**src/adcsc_pkg.sv**
```systemverilog
/*
 * Constants, field layout and types for the converter sample/convert
 * control block. Assumes a 16-bit register port with 6-bit word index.
 */
package adcsc_pkg;
    localparam int AW        = 6;
    localparam int DW        = 16;
    localparam int RES_W     = 10;
    localparam int BUF_WORDS = 32;
    localparam int CH_W      = 5;
    localparam int NUM_CH    = 24;
    localparam logic [AW-1:0] REG_CTRL1 = 6'h00;
    localparam logic [AW-1:0] REG_CTRL2 = 6'h01;
    localparam logic [AW-1:0] REG_CTRL3 = 6'h02;
    localparam logic [AW-1:0] REG_CHSEL = 6'h03;
    localparam logic [AW-1:0] REG_BUF   = 6'h20;
    localparam logic [DW-1:0] CTRL1_WMASK = 16'hA3E4;
    localparam logic [DW-1:0] CTRL2_WMASK = 16'hE47F;
    localparam logic [DW-1:0] CTRL3_WMASK = 16'h9FFF;
    localparam logic [DW-1:0] CHSEL_WMASK = 16'h9F9F;
    localparam logic [DW-1:0] REG_RESET   = 16'h0000;
    localparam int ON_BIT   = 15;
    localparam int IDLE_BIT = 13;
    localparam int RESULT_FORMAT_LSB = 8;
    localparam int TRIGGER_SOURCE_LSB = 5;
    localparam int SAMPLE_AUTOSTART_BIT = 2;
    localparam int SAMPLE_ENABLE_BIT = 1;
    localparam int DONE_BIT = 0;
    localparam int REFERENCE_SELECT_LSB = 13;
    localparam int FILL_HALF_STATUS_BIT = 7;
    localparam int SEQUENCES_PER_IRQ_LSB = 2;
    localparam int BUFFER_SPLIT_MODE_BIT = 1;
    localparam int ALTERNATE_MUX_SAMPLE_BIT = 0;
    localparam int SAMC_LSB = 8;
    localparam int CHA_LSB  = 0;
    localparam int CHB_LSB  = 8;
    typedef enum logic [2:0] {
        TRG_SW   = 3'b000,
        TRG_EXT  = 3'b001,
        TRG_T3   = 3'b010,
        TRG_T5   = 3'b100,
        TRG_CTU  = 3'b110,
        TRG_AUTO = 3'b111
    } adcsc_trig_t;
    typedef enum logic [1:0] {
        FMT_INT  = 2'b00,
        FMT_SINT = 2'b01,
        FMT_FRAC = 2'b10,
        FMT_SFRC = 2'b11
    } adcsc_fmt_t;
    typedef enum logic [1:0] {
        ST_IDLE   = 2'b00,
        ST_SAMPLE = 2'b01,
        ST_CONV   = 2'b10
    } adcsc_state_t;
endpackage

```
**src/adcsc_fmt_if.sv**
```systemverilog
/*
 * Carrier between the control core and the result formatter.
 * Assumes both ends sit in the same clock domain.
 */
`timescale 1ns/100ps
interface adcsc_fmt_if;
    logic [9:0]  raw;
    logic [1:0]  result_format;
    logic [15:0] word;
    modport ctl (output raw, output result_format, input word);
    modport fmt (input raw, input result_format, output word);
endinterface

```
**src/adcsc_formatter.sv**
```systemverilog
/*
 * Result formatter: places a 10-bit code into a 16-bit word.
 * Assumes the core delivers offset-binary codes.
 */
`timescale 1ns/100ps
module adcsc_formatter (
    adcsc_fmt_if.fmt f
);
    import adcsc_pkg::*;

    // signed modes flip the msb to turn offset binary into two's complement
    function automatic logic [15:0] fmt_word(input logic [9:0] r, input logic [1:0] m);
        logic [9:0] s;
        s = {~r[9], r[8:0]};
        case (m)
            FMT_INT:  fmt_word = {6'h00, r};
            FMT_SINT: fmt_word = {{6{s[9]}}, s};
            FMT_FRAC: fmt_word = {r, 6'h00};
            default:  fmt_word = {s, 6'h00};
        endcase
    endfunction

    assign f.word = fmt_word(f.raw, f.result_format);
endmodule

```
**src/adcsc_ctrl.sv**
```systemverilog
/*
 * Sample/convert control for a 10-bit SAR converter: control registers,
 * trigger selection, sequencer, result buffer and irq-rate counter.
 * Assumes register port, triggers and core handshake are synchronous
 * to clk_in; the core answers each start with one done pulse.
 */
// Decided for this implementation: the register addresses and strobed register access.
`timescale 1ns/100ps
module adcsc_ctrl (
    input  wire logic                          clk_in,
    input  wire logic                          resetn_in,
    input  wire logic [adcsc_pkg::AW-1:0]      reg_addr_in,
    input  wire logic [adcsc_pkg::DW-1:0]      reg_wdata_in,
    input  wire logic                          reg_wr_in,
    input  wire logic                          reg_rd_in,
    output logic      [adcsc_pkg::DW-1:0]      reg_rdata_out,
    input  wire logic                          idle_mode_in,
    input  wire logic                          third_timer_in,
    input  wire logic                          fifth_timer_in,
    input  wire logic                          ext_interrupt_zero_pin_in,
    input  wire logic                          charge_time_unit_in,
    input  wire logic                          conv_done_in,
    input  wire logic [adcsc_pkg::RES_W-1:0]   conv_result_in,
    output logic                               sample_enable_out,
    output logic                               conv_start_out,
    output logic      [adcsc_pkg::CH_W-1:0]    chan_sel_out,
    output logic      [2:0]                    reference_select_out,
    output logic                               converter_irq_flag_out,
    output logic                               module_on_out
);
    import adcsc_pkg::*;

    logic [DW-1:0]    ctrl1_q;
    logic [DW-1:0]    ctrl2_q;
    logic [DW-1:0]    ctrl3_q;
    logic [DW-1:0]    chsel_q;
    logic             sample_enable_q;
    logic             done_q;
    logic             fill_half_status_q;
    adcsc_state_t     state_q;
    logic [7:0]       tad_q;
    logic [4:0]       samc_cnt_q;
    logic             alt_q;
    logic             ext_q;
    logic [4:0]       ptr_q;
    logic [4:0]       seq_q;
    logic [RES_W-1:0] buf_q [BUF_WORDS];
    logic [DW-1:0]    rdata_q;
    logic             irq_q;
    logic             start_q;
    logic [CH_W-1:0]  chan_q;
    logic             on_q;
    logic             run;
    logic             wr_c1;
    logic             sw_set;
    logic             sw_clr;
    logic             samc_hit;
    logic             trig;
    logic             accept;
    logic             irq_due;
    adcsc_trig_t      trigger_source;
    adcsc_fmt_if      fmt_bus ();

    function automatic logic [DW-1:0] wmask(input logic [DW-1:0] old,
                                            input logic [DW-1:0] nw,
                                            input logic [DW-1:0] m);
        wmask = (old & ~m) | (nw & m);
    endfunction

    // decoded control fields
    assign on_q     = ctrl1_q[ON_BIT];
    assign trigger_source     = adcsc_trig_t'(ctrl1_q[TRIGGER_SOURCE_LSB +: 3]);
    assign run      = on_q & ~(ctrl1_q[IDLE_BIT] & idle_mode_in);
    assign wr_c1    = reg_wr_in & (reg_addr_in == REG_CTRL1);
    assign sw_set   = wr_c1 & reg_wdata_in[SAMPLE_ENABLE_BIT];
    assign sw_clr   = wr_c1 & ~reg_wdata_in[SAMPLE_ENABLE_BIT];
    assign samc_hit = (samc_cnt_q >= ctrl3_q[SAMC_LSB +: 5]);
    assign accept   = run & (state_q == ST_CONV) & conv_done_in;
    assign irq_due  = (seq_q == ctrl2_q[SEQUENCES_PER_IRQ_LSB +: 5]);

    // trigger selection; reserved codes never end sampling
    always_comb begin
        case (trigger_source)
            TRG_SW:   trig = sw_clr;
            TRG_EXT:  trig = ext_interrupt_zero_pin_in & ~ext_q;
            TRG_T3:   trig = third_timer_in;
            TRG_T5:   trig = fifth_timer_in;
            TRG_CTU:  trig = charge_time_unit_in;
            TRG_AUTO: trig = samc_hit;
            default:  trig = 1'b0;
        endcase
    end

    // software-written control registers, unimplemented bits held at zero
    always_ff @(posedge clk_in or negedge resetn_in) begin
        if (!resetn_in) begin
            ctrl1_q <= REG_RESET;
            ctrl2_q <= REG_RESET;
            ctrl3_q <= REG_RESET;
            chsel_q <= REG_RESET;
        end else if (reg_wr_in) begin
            case (reg_addr_in)
                REG_CTRL1: ctrl1_q <= wmask(ctrl1_q, reg_wdata_in, CTRL1_WMASK);
                REG_CTRL2: ctrl2_q <= wmask(ctrl2_q, reg_wdata_in, CTRL2_WMASK);
                REG_CTRL3: ctrl3_q <= wmask(ctrl3_q, reg_wdata_in, CTRL3_WMASK);
                REG_CHSEL: chsel_q <= wmask(chsel_q, reg_wdata_in, CHSEL_WMASK);
                default:   ctrl1_q <= ctrl1_q;
            endcase
        end
    end

    // edge detector for the external pin; pin is already synchronous
    always_ff @(posedge clk_in or negedge resetn_in) begin
        if (!resetn_in) begin
            ext_q <= 1'b0;
        end else begin
            ext_q <= ext_interrupt_zero_pin_in;
        end
    end

    // sample/convert sequencer; frozen (not reset) while halted in idle
    always_ff @(posedge clk_in or negedge resetn_in) begin
        if (!resetn_in) begin
            state_q <= ST_IDLE;
            sample_enable_q  <= 1'b0;
            done_q  <= 1'b0;
            start_q <= 1'b0;
            alt_q   <= 1'b0;
        end else if (!on_q) begin
            state_q <= ST_IDLE;
            sample_enable_q  <= 1'b0;
            done_q  <= 1'b0;
            start_q <= 1'b0;
            alt_q   <= 1'b0;
        end else if (run) begin
            start_q <= 1'b0;
            case (state_q)
                ST_IDLE: begin
                    if (ctrl1_q[SAMPLE_AUTOSTART_BIT] | sw_set) begin
                        state_q <= ST_SAMPLE;
                        sample_enable_q  <= 1'b1;
                    end
                end
                ST_SAMPLE: begin
                    if (trig) begin
                        state_q <= ST_CONV;
                        sample_enable_q  <= 1'b0;
                        done_q  <= 1'b0;
                        start_q <= 1'b1;
                    end
                end
                ST_CONV: begin
                    if (conv_done_in) begin
                        done_q <= 1'b1;
                        alt_q  <= ~alt_q & ctrl2_q[ALTERNATE_MUX_SAMPLE_BIT];
                        if (ctrl1_q[SAMPLE_AUTOSTART_BIT]) begin
                            state_q <= ST_SAMPLE;
                            sample_enable_q  <= 1'b1;
                        end else begin
                            state_q <= ST_IDLE;
                        end
                    end
                end
                default: state_q <= ST_IDLE;
            endcase
        end else begin
            start_q <= 1'b0;
        end
    end

    // sample-time counter: samc ticks of (adcs + 1) clocks each
    always_ff @(posedge clk_in or negedge resetn_in) begin
        if (!resetn_in) begin
            tad_q      <= 8'h00;
            samc_cnt_q <= 5'h00;
        end else if (state_q != ST_SAMPLE || !run) begin
            tad_q      <= 8'h00;
            samc_cnt_q <= (state_q == ST_SAMPLE) ? samc_cnt_q : 5'h00;
        end else if (tad_q == ctrl3_q[7:0]) begin
            tad_q <= 8'h00;
            if (!samc_hit) begin
                samc_cnt_q <= samc_cnt_q + 5'h01;
            end
        end else begin
            tad_q <= tad_q + 8'h01;
        end
    end

    // channel choice: mux A first, then B and A in turn when alternating
    always_ff @(posedge clk_in or negedge resetn_in) begin
        if (!resetn_in) begin
            chan_q <= 5'h00;
        end else if (alt_q) begin
            chan_q <= chsel_q[CHB_LSB +: CH_W];
        end else begin
            chan_q <= chsel_q[CHA_LSB +: CH_W];
        end
    end

    // result buffer and irq-rate counter; cleared while the module is off
    always_ff @(posedge clk_in or negedge resetn_in) begin
        if (!resetn_in) begin
            ptr_q  <= 5'h00;
            seq_q  <= 5'h00;
            fill_half_status_q <= 1'b0;
            irq_q  <= 1'b0;
            for (int i = 0; i < BUF_WORDS; i++) begin
                buf_q[i] <= '0;
            end
        end else if (!on_q) begin
            ptr_q  <= 5'h00;
            seq_q  <= 5'h00;
            fill_half_status_q <= 1'b0;
            irq_q  <= 1'b0;
            for (int i = 0; i < BUF_WORDS; i++) begin
                buf_q[i] <= '0;
            end
        end else begin
            irq_q <= 1'b0;
            if (accept) begin
                buf_q[ptr_q] <= conv_result_in;
                if (irq_due) begin
                    seq_q <= 5'h00;
                    irq_q <= 1'b1;
                    if (ctrl2_q[BUFFER_SPLIT_MODE_BIT]) begin
                        fill_half_status_q <= ~fill_half_status_q;
                        ptr_q  <= {~fill_half_status_q, 4'h0};
                    end else begin
                        ptr_q <= 5'h00;
                    end
                end else begin
                    seq_q <= seq_q + 5'h01;
                    ptr_q <= ptr_q + 5'h01; // wraps within 32 words
                end
            end
        end
    end

    // formatting happens on the read path so a format change applies at once
    assign fmt_bus.raw  = buf_q[reg_addr_in[4:0]];
    assign fmt_bus.result_format = ctrl1_q[RESULT_FORMAT_LSB +: 2];

    adcsc_formatter u_fmt (
        .f (fmt_bus.fmt)
    );

    // read data one cycle after the strobe; unmapped words read zero
    always_ff @(posedge clk_in or negedge resetn_in) begin
        if (!resetn_in) begin
            rdata_q <= 16'h0000;
        end else if (reg_rd_in) begin
            if (reg_addr_in[5]) begin
                rdata_q <= fmt_bus.word;
            end else begin
                case (reg_addr_in)
                    REG_CTRL1: rdata_q <= ctrl1_q | {14'h0000, sample_enable_q, done_q};
                    REG_CTRL2: rdata_q <= ctrl2_q | {8'h00, fill_half_status_q, 7'h00};
                    REG_CTRL3: rdata_q <= ctrl3_q;
                    REG_CHSEL: rdata_q <= chsel_q;
                    default:   rdata_q <= 16'h0000;
                endcase
            end
        end else begin
            rdata_q <= 16'h0000;
        end
    end

    // registered outputs
    always_ff @(posedge clk_in or negedge resetn_in) begin
        if (!resetn_in) begin
            reference_select_out <= 3'h0;
            module_on_out        <= 1'b0;
        end else begin
            reference_select_out <= ctrl2_q[REFERENCE_SELECT_LSB +: 3];
            module_on_out        <= on_q;
        end
    end

    assign reg_rdata_out          = rdata_q;
    assign sample_enable_out      = sample_enable_q;
    assign conv_start_out         = start_q;
    assign chan_sel_out           = chan_q;
    assign converter_irq_flag_out = irq_q;
endmodule

```
**config.mk**
```make
export PLATFORM = sky130hd
export DESIGN_NAME = adcsc_ctrl
export DESIGN_NICKNAME = d
export VERILOG_FILES = /design/src/adcsc_pkg.sv /design/src/adcsc_fmt_if.sv /design/src/adcsc_formatter.sv /design/src/adcsc_ctrl.sv
export SDC_FILE = /design/constraint.sdc
export NUM_CORES = 1
export LEC_CHECK = 0
export ABC_AREA = 1
export BUFFER_PORTS_ARGS = -buffer_cell sky130_fd_sc_hd__buf_4
export CORE_ASPECT_RATIO = 1.5
export CORE_MARGIN = 4
export CORE_UTILIZATION = 45
export CTS_BUF_LIST = sky130_fd_sc_hd__clkbuf_8 sky130_fd_sc_hd__clkbuf_16
export DETAILED_ROUTE_END_ITERATION = 16
export GPL_TIMING_DRIVEN = 0
export PLACE_DENSITY = 0.64
export REMOVE_ABC_BUFFERS = 1
export SLEW_MARGIN = 40
export SYNTH_ARGS = -nofsm -noshare
export SYNTH_HDL_FRONTEND = slang
export SYNTH_SLANG_ARGS = --single-unit
```
**constraint.sdc**
```tcl
create_clock -name clk_in -period 2.6 [get_ports clk_in]
set_input_delay 0.26 -clock clk_in [delete_from_list [all_inputs] [get_ports clk_in]]
set_output_delay 0.26 -clock clk_in [all_outputs]
set_load 0.02 [all_outputs]
```
### Word-level counts from Yosys, hierarchy flattened

Cells that the tools add are included.

| cells by class | value |
|---|---|
| muxes and demuxes | 60 |
| $add $sub $neg | 4 |
| order comparisons | 4 |
| reductions and logical operators | 18 |
| eq/ne operators | 29 |
| bitwise logic cells | 24 |

Operators with widths:

| operator | count |
|---|---|
| $mux W320 | 2 |
| $bwmux W320 | 1 |
| $pmux W16 S4 | 1 |
| $mux W5 | 12 |
| $bmux W10 S5 | 1 |
| $demux W10 S5 | 1 |
| $or A15 B16 Y16 | 3 |
| $pmux W16 S3 | 1 |
| $mux W16 | 2 |
| $mux W10 | 3 |
| $mux W1 | 25 |
| $mux W8 | 2 |
| $or A13 B16 Y16 | 1 |
| $or A16 B2 Y16 | 1 |
| $or A16 B8 Y16 | 1 |
| $add A5 B1 Y5 const B | 3 |
| $ne A2 B1 Y1 const B | 7 |
| $eq A6 B2 Y1 const B | 2 |
| $ge A6 B6 Y1 const B | 2 |
| $ne A3 B3 Y1 const B | 4 |
| $not A5 Y6 | 2 |
| $mux W2 | 5 |
| $and A1 B1 Y1 | 9 |
| $eq A3 B3 Y1 const B | 3 |
| 30 further kinds | 45 |

| word-level totals | value |
|---|---|
| input port bits | 42 |
| word-level logic and storage cells | 191 |
| bits in registers | 441 |
| output and inout port bits | 28 |

### Logic depth before layout (Yosys ltp)

| logic depth | value |
|---|---|
| depth after elaboration | 8 |
| mapped depth | 15 |
| depth with buffers taken out | 14 |

### By module

Synthesis repeated with hierarchy kept, for this count alone.

| unflattened totals | value |
|---|---|
| cells, all modules | 2,252 |
| area, all modules | 19,572.5 um2 |

By module, submodules not included:

| module | area an instance (um2) | sequential area each (um2) | cells each | times used |
|---|---|---|---|---|
| adcsc_ctrl | 19,389.8 | 10,560.1 | 2,213 | 1 |
| adcsc_formatter | 182.7 | 0.0 | 39 | 1 |

### Least setup slack after synthesis

No wires, ideal clock.

| path | value |
|---|---|
| path kind | reg-to-reg |
| from | reg ptr_q[0] |
| to | reg buf_q[133] (netlist name) |
| buffers on the path | 2 |
| setup slack | 1.004 ns |
| setup time | 0.082 ns |
| arrival time | 1.513 ns |
| data required time | 2.518 ns |
| stages on the path, launching flop included | 9 |
| period minus slack after synthesis | 1.596 ns |
| cells stage by stage | dfrtp_1 inv_1 ha_1 buf_1 inv_1 nor2_1 nand2_2 clkbuf_1 o22ai_1 |

| on the way | value |
|---|---|
| cells in the longest elaborated chain, start to end | 8 |
| elaborated cells on any way between the ends | 9 |
| classes of those cells | order compare (2); mux (5); bitwise (1); reduce/logical (1) |

Ends and longest elaborated chain:

| what | line | source |
|---|---|---|
| from (decl) | adcsc_ctrl.sv:45 | `logic [4:0] ptr_q;` |
| from (signal assigned) | adcsc_ctrl.sv:227 | `ptr_q <= {~fill_half_status_q, 4'h0};` |
| from (signal assigned) | adcsc_ctrl.sv:233 | `ptr_q <= ptr_q + 5'h01;` |
| $not A5 Y6 (not written as such) * | adcsc_ctrl.sv:221 | `buf_q[ptr_q] <= conv_result_in;` |
| $ge A6 B6 Y1 (not written as such) or $lt A6 B1 Y1 (tied branches) | adcsc_ctrl.sv:221 |  |
| $logic_and A1 B1 Y1 (not written as such) | adcsc_ctrl.sv:221 |  |
| $mux W10 (not written as such) | adcsc_ctrl.sv:221 |  |
| $demux W10 S5 * | adcsc_ctrl.sv:221 |  |
| $bwmux W320 * | adcsc_ctrl.sv:221 |  |
| $mux W320 * | adcsc_ctrl.sv:220 | `if (accept) begin` |
| $mux W320 * | adcsc_ctrl.sv:210 | `end else if (!on_q) begin` |
| to (signal, indexed assignment) | adcsc_ctrl.sv:221 |  |
| to (decl) | adcsc_ctrl.sv:47 | `logic [RES_W-1:0] buf_q [BUF_WORDS];` |

Every way passes the cells marked *; elsewhere a longest branch is shown, timed or not. The select of a mux whose other input is x is not followed.
A chain may end at the register's enable or synchronous reset.

### Worst setup path in the final report

| path | value |
|---|---|
| from | reg state_q[0] |
| to | reg tad_q[6] |

| on the way | value |
|---|---|
| cells in the longest elaborated chain, start to end | 3 |

Ends and longest elaborated chain:

| what | line | source |
|---|---|---|
| from (decl) | adcsc_ctrl.sv:40 | `adcsc_state_t state_q;` |
| from (signal assigned) | adcsc_ctrl.sv:124 | `state_q <= ST_IDLE;` |
| from (signal assigned) | adcsc_ctrl.sv:130 | `state_q <= ST_IDLE;` |
| from (signal assigned) | adcsc_ctrl.sv:140 | `state_q <= ST_SAMPLE;` |
| $ne A2 B1 Y1 | adcsc_ctrl.sv:176 | `end else if (state_q != ST_SAMPLE \|\| !run) begin` |
| $logic_or A1 B1 Y1 | adcsc_ctrl.sv:176 |  |
| $mux W8 | adcsc_ctrl.sv:176 |  |
| to (signal assigned) | adcsc_ctrl.sv:185 | `tad_q <= tad_q + 8'h01;` |
| to (decl) | adcsc_ctrl.sv:41 | `logic [7:0] tad_q;` |

No other way between the ends.

==> results.toml <==
[status]
status = "finished clean"

[synthesis]
yosysSeqAreaShare = 0.537
synth.avg_cell_area_um2 = 8.52
syn_area_um2 = 19700
ys_ff_latch = 422
synthDistinctLibCells = 43
yosysTopAreaCell = "dfrtp_1"
synth_top_flop_cell = "dfrtp_1"
yosysWarnings = 0
synthTopCellsByArea = "dfrtp_1 54%, nand3_1 8.5%, nand2_1 7.1%"
yosysMostFrequentCell = "dfrtp_1"
synth_top_area_frac = 0.537
synthArstFlopShare = 1.00
syn_inst = 2307
yosys-top-cells-count = "422 x dfrtp_1, 371 x nand2_1, 332 x nand3_1, 258 x o21ai_0, 196 x inv_1"
synth_edf_count = 0

[cells_and_area]
drive_gt1_frac = 0.0927
postLayoutCoreUtil = 0.518
final_cells = 2900
synthToLayoutAreaGrowth_pct = 13.5
nFillCells = 4061
diodes = 0
nets = 2354

[worst_hold_path]
holdCritPathClass = "in2reg"
hp-start = "reg_wdata_in[4]"
worstHoldEndpoint = "ctrl2_q[4]$_DFFE_PN0P_"
whs_path_depth = 3

[clock_network]
path_clk_slew_ns = 0.06
clock_path_buffers = 3
clockRootBuffer = "clkbuf_16"
cts_tree = "yes"
cts-buffers-inserted = 41
clock-sinks = 422
clkLatencyLatePin_ns = 0.56
htree_levels = 2

[routing]
drt_first_pass_iters = 6
drt-initial-drc-count = 1718
viasPerCell = 5.80
route.detailed.drc = 0
wirelength_um = 60000
avgRoutedWirePerCell_um = 20.7
postRouteAntennaNets = 0
num_vias = 16826

[floorplan]
die_w_um = 179
io_pins = 70
rows = 93
die-area_um2 = 47200
core_um2 = 43100
die_height_um = 264
initial_core_util = 0.457

[timing]
max_freq_mhz = 396
timing.slew.headroom = 0.439
skew_ns = 0.0205
finalSetupViolations = 0
finalCriticalPeriod_ns = 2.53
slew_viol_final = 0
worstMarginPinSlew_ns = 0.841
min_period_over_period = 0.972
worst_hold_slack_ns = 0.0485
final_hold_viol_count = 0
rsz0062_at_grt = "false"

[worst_setup_path]
critPathKind = "reg2reg"
reg2reg_depth = 8
arrival_ns = 3.01
cp_max_fo = 6
reg2reg_from = "state_q[0]$_DFFE_PN0P_"
cp-start-kind = "flop"
cp.required_ns = 3.08
cp-end-kind = "flop"
reg2reg_slack_ns = 0.07
timing.rr.end = "tad_q[6]$_DFF_PN0_"

[pwr]
power_per_cell_area_nw_per_um2 = 708
peakVddDrop_mv = 0.562
p_leak_nw = 9.97

[grt]
grt.overflow.total = 0
grt_pass1_wl_um = 94400
grtUsageTotal = 0.256
grt_max_degree = 74
grt_pass1_vias = 16397
antenna_found_initial = 0

[place]
post-place-cells = 2808
hpwl_um = 39100
gp_congestion = 0.919
port_buffers = 69

[run]
cap_violations = 0
==> critical path: stages, from the launching register on <==
cell and delay [ns]:
dfrtp_1 0.41, inv_1 0.08, nor2_1 0.47, inv_1 0.21, nor2_2 0.46, inv_1 0.31, nor2_1 0.25, inv_1 0.16
nor2_1 0.11
==> per-stage QoR <==
stage          instance area [um^2]  power [mW]   TNS, ns  setup WS [ns]
3_3_place_gp                  20200        9.45  -4012.21          -8.20
4_1_cts                       22300        15.9         0         0.0476
5_1_grt                       22300        16.4         0         0.0102
6_report                      22300        15.8         0         0.0728
2_1_floorplan                 19000        8.40  -1277.38          -3.80
3_5_place_dp                  20700        9.61    -26.95         -0.744
==> routing by layer <==
layer	routed length [um]	up-vias	global-route usage
met2	29900	627	0.426
met5	0	-	0
met3	3290	131	0.0279
met1	23700	8260	0.332
met4	3090	0	0.124
li1	-	7808	-
==> power breakdown <==
group	total [mW]	internal [mW]	switching, mW	leakage [nW]
clock network	6.25	3.64	2.61	0.716
registers	7.07	6.81	0.264	5.82
logic	2.48	0.643	1.83	3.44
total	15.8	11.1	4.71	9.97
==> layout by cell type (no fill, tap or decap), drive strengths merged, types with 21 or more instances in the layout <==
cell type / n
nand4: 34
nand3: 336
nand2: 381
a21oi: 74
inv: 212
buf: 88
nor2: 192
o22ai: 134
dfrtp: 422
a22oi: 21
clkbuf: 48
o21ai: 284
==> how the worst max path moves through the flow <==
stage / startpoint / slack [ns] / to
final: state_q[0]$_DFFE_PN0P_ / 0.07 / tad_q[6]$_DFF_PN0_
after global routing: ctrl1_q[15]$_DFFE_PN0N_ / 0.01 / buf_q[161]$_DFFE_PN0P_
after CTS: ctrl1_q[15]$_DFFE_PN0N_ / 0.05 / buf_q[6]$_DFFE_PN0P_
after detailed placement: reg_addr_in[1] / -0.74 / ctrl2_q[14]$_DFFE_PN0P_
after global placement: ctrl1_q[15]$_DFFE_PN0N_ / -8.20 / buf_q[235]$_DFFE_PN0P_
after floorplan: ctrl1_q[15]$_DFFE_PN0N_ / -3.80 / buf_q[108]$_DFFE_PN0P_
==> kinds of logic after synthesis <==
logic type / synth area share
AOI/OAI and AO/OA: 0.149
xor gates and xnor gates: 0.0107
adders and majority gates: 0.00764
buffers and inverters: 0.0750
DFF: 0.537
muxes: 0.000573
and+or+nand+nor: 0.219
==> cell type report <==
type,count,area [um^2],share of cell area
sequential,422,10600,0.473
inverter,204,783,0.0351
clock buffer,48,1140,0.0513
clock inverter,25,255,0.0114
multi-input combinational,1526,7720,0.346
tap,570,713,0.0320
timing repair buffer,105,1130,0.0508
==> registers in the layout, indices dropped and copies added (netlist names), 2 cells and up <==
signal and count:
chsel_q 12, reference_select_out 3, seq_q 5, samc_cnt_q 5, state_q 2, ptr_q 5, ctrl2_q 11, chan_sel_out 5
ctrl1_q 8, ctrl3_q 14, buf_q 320, reg_rdata_out 16, tad_q 8
==> repair_timing <==
item | in CTS | in global routing
endpoints found under the setup margin | 99 | 58
setup buffers | 0 | 2
pin swaps | 0 | 1
hold buffers | 17 | 0
endpoints found under the hold margin | 83 | 0
resized for setup | 4 | 10
(Power assumes the default switching activity.)
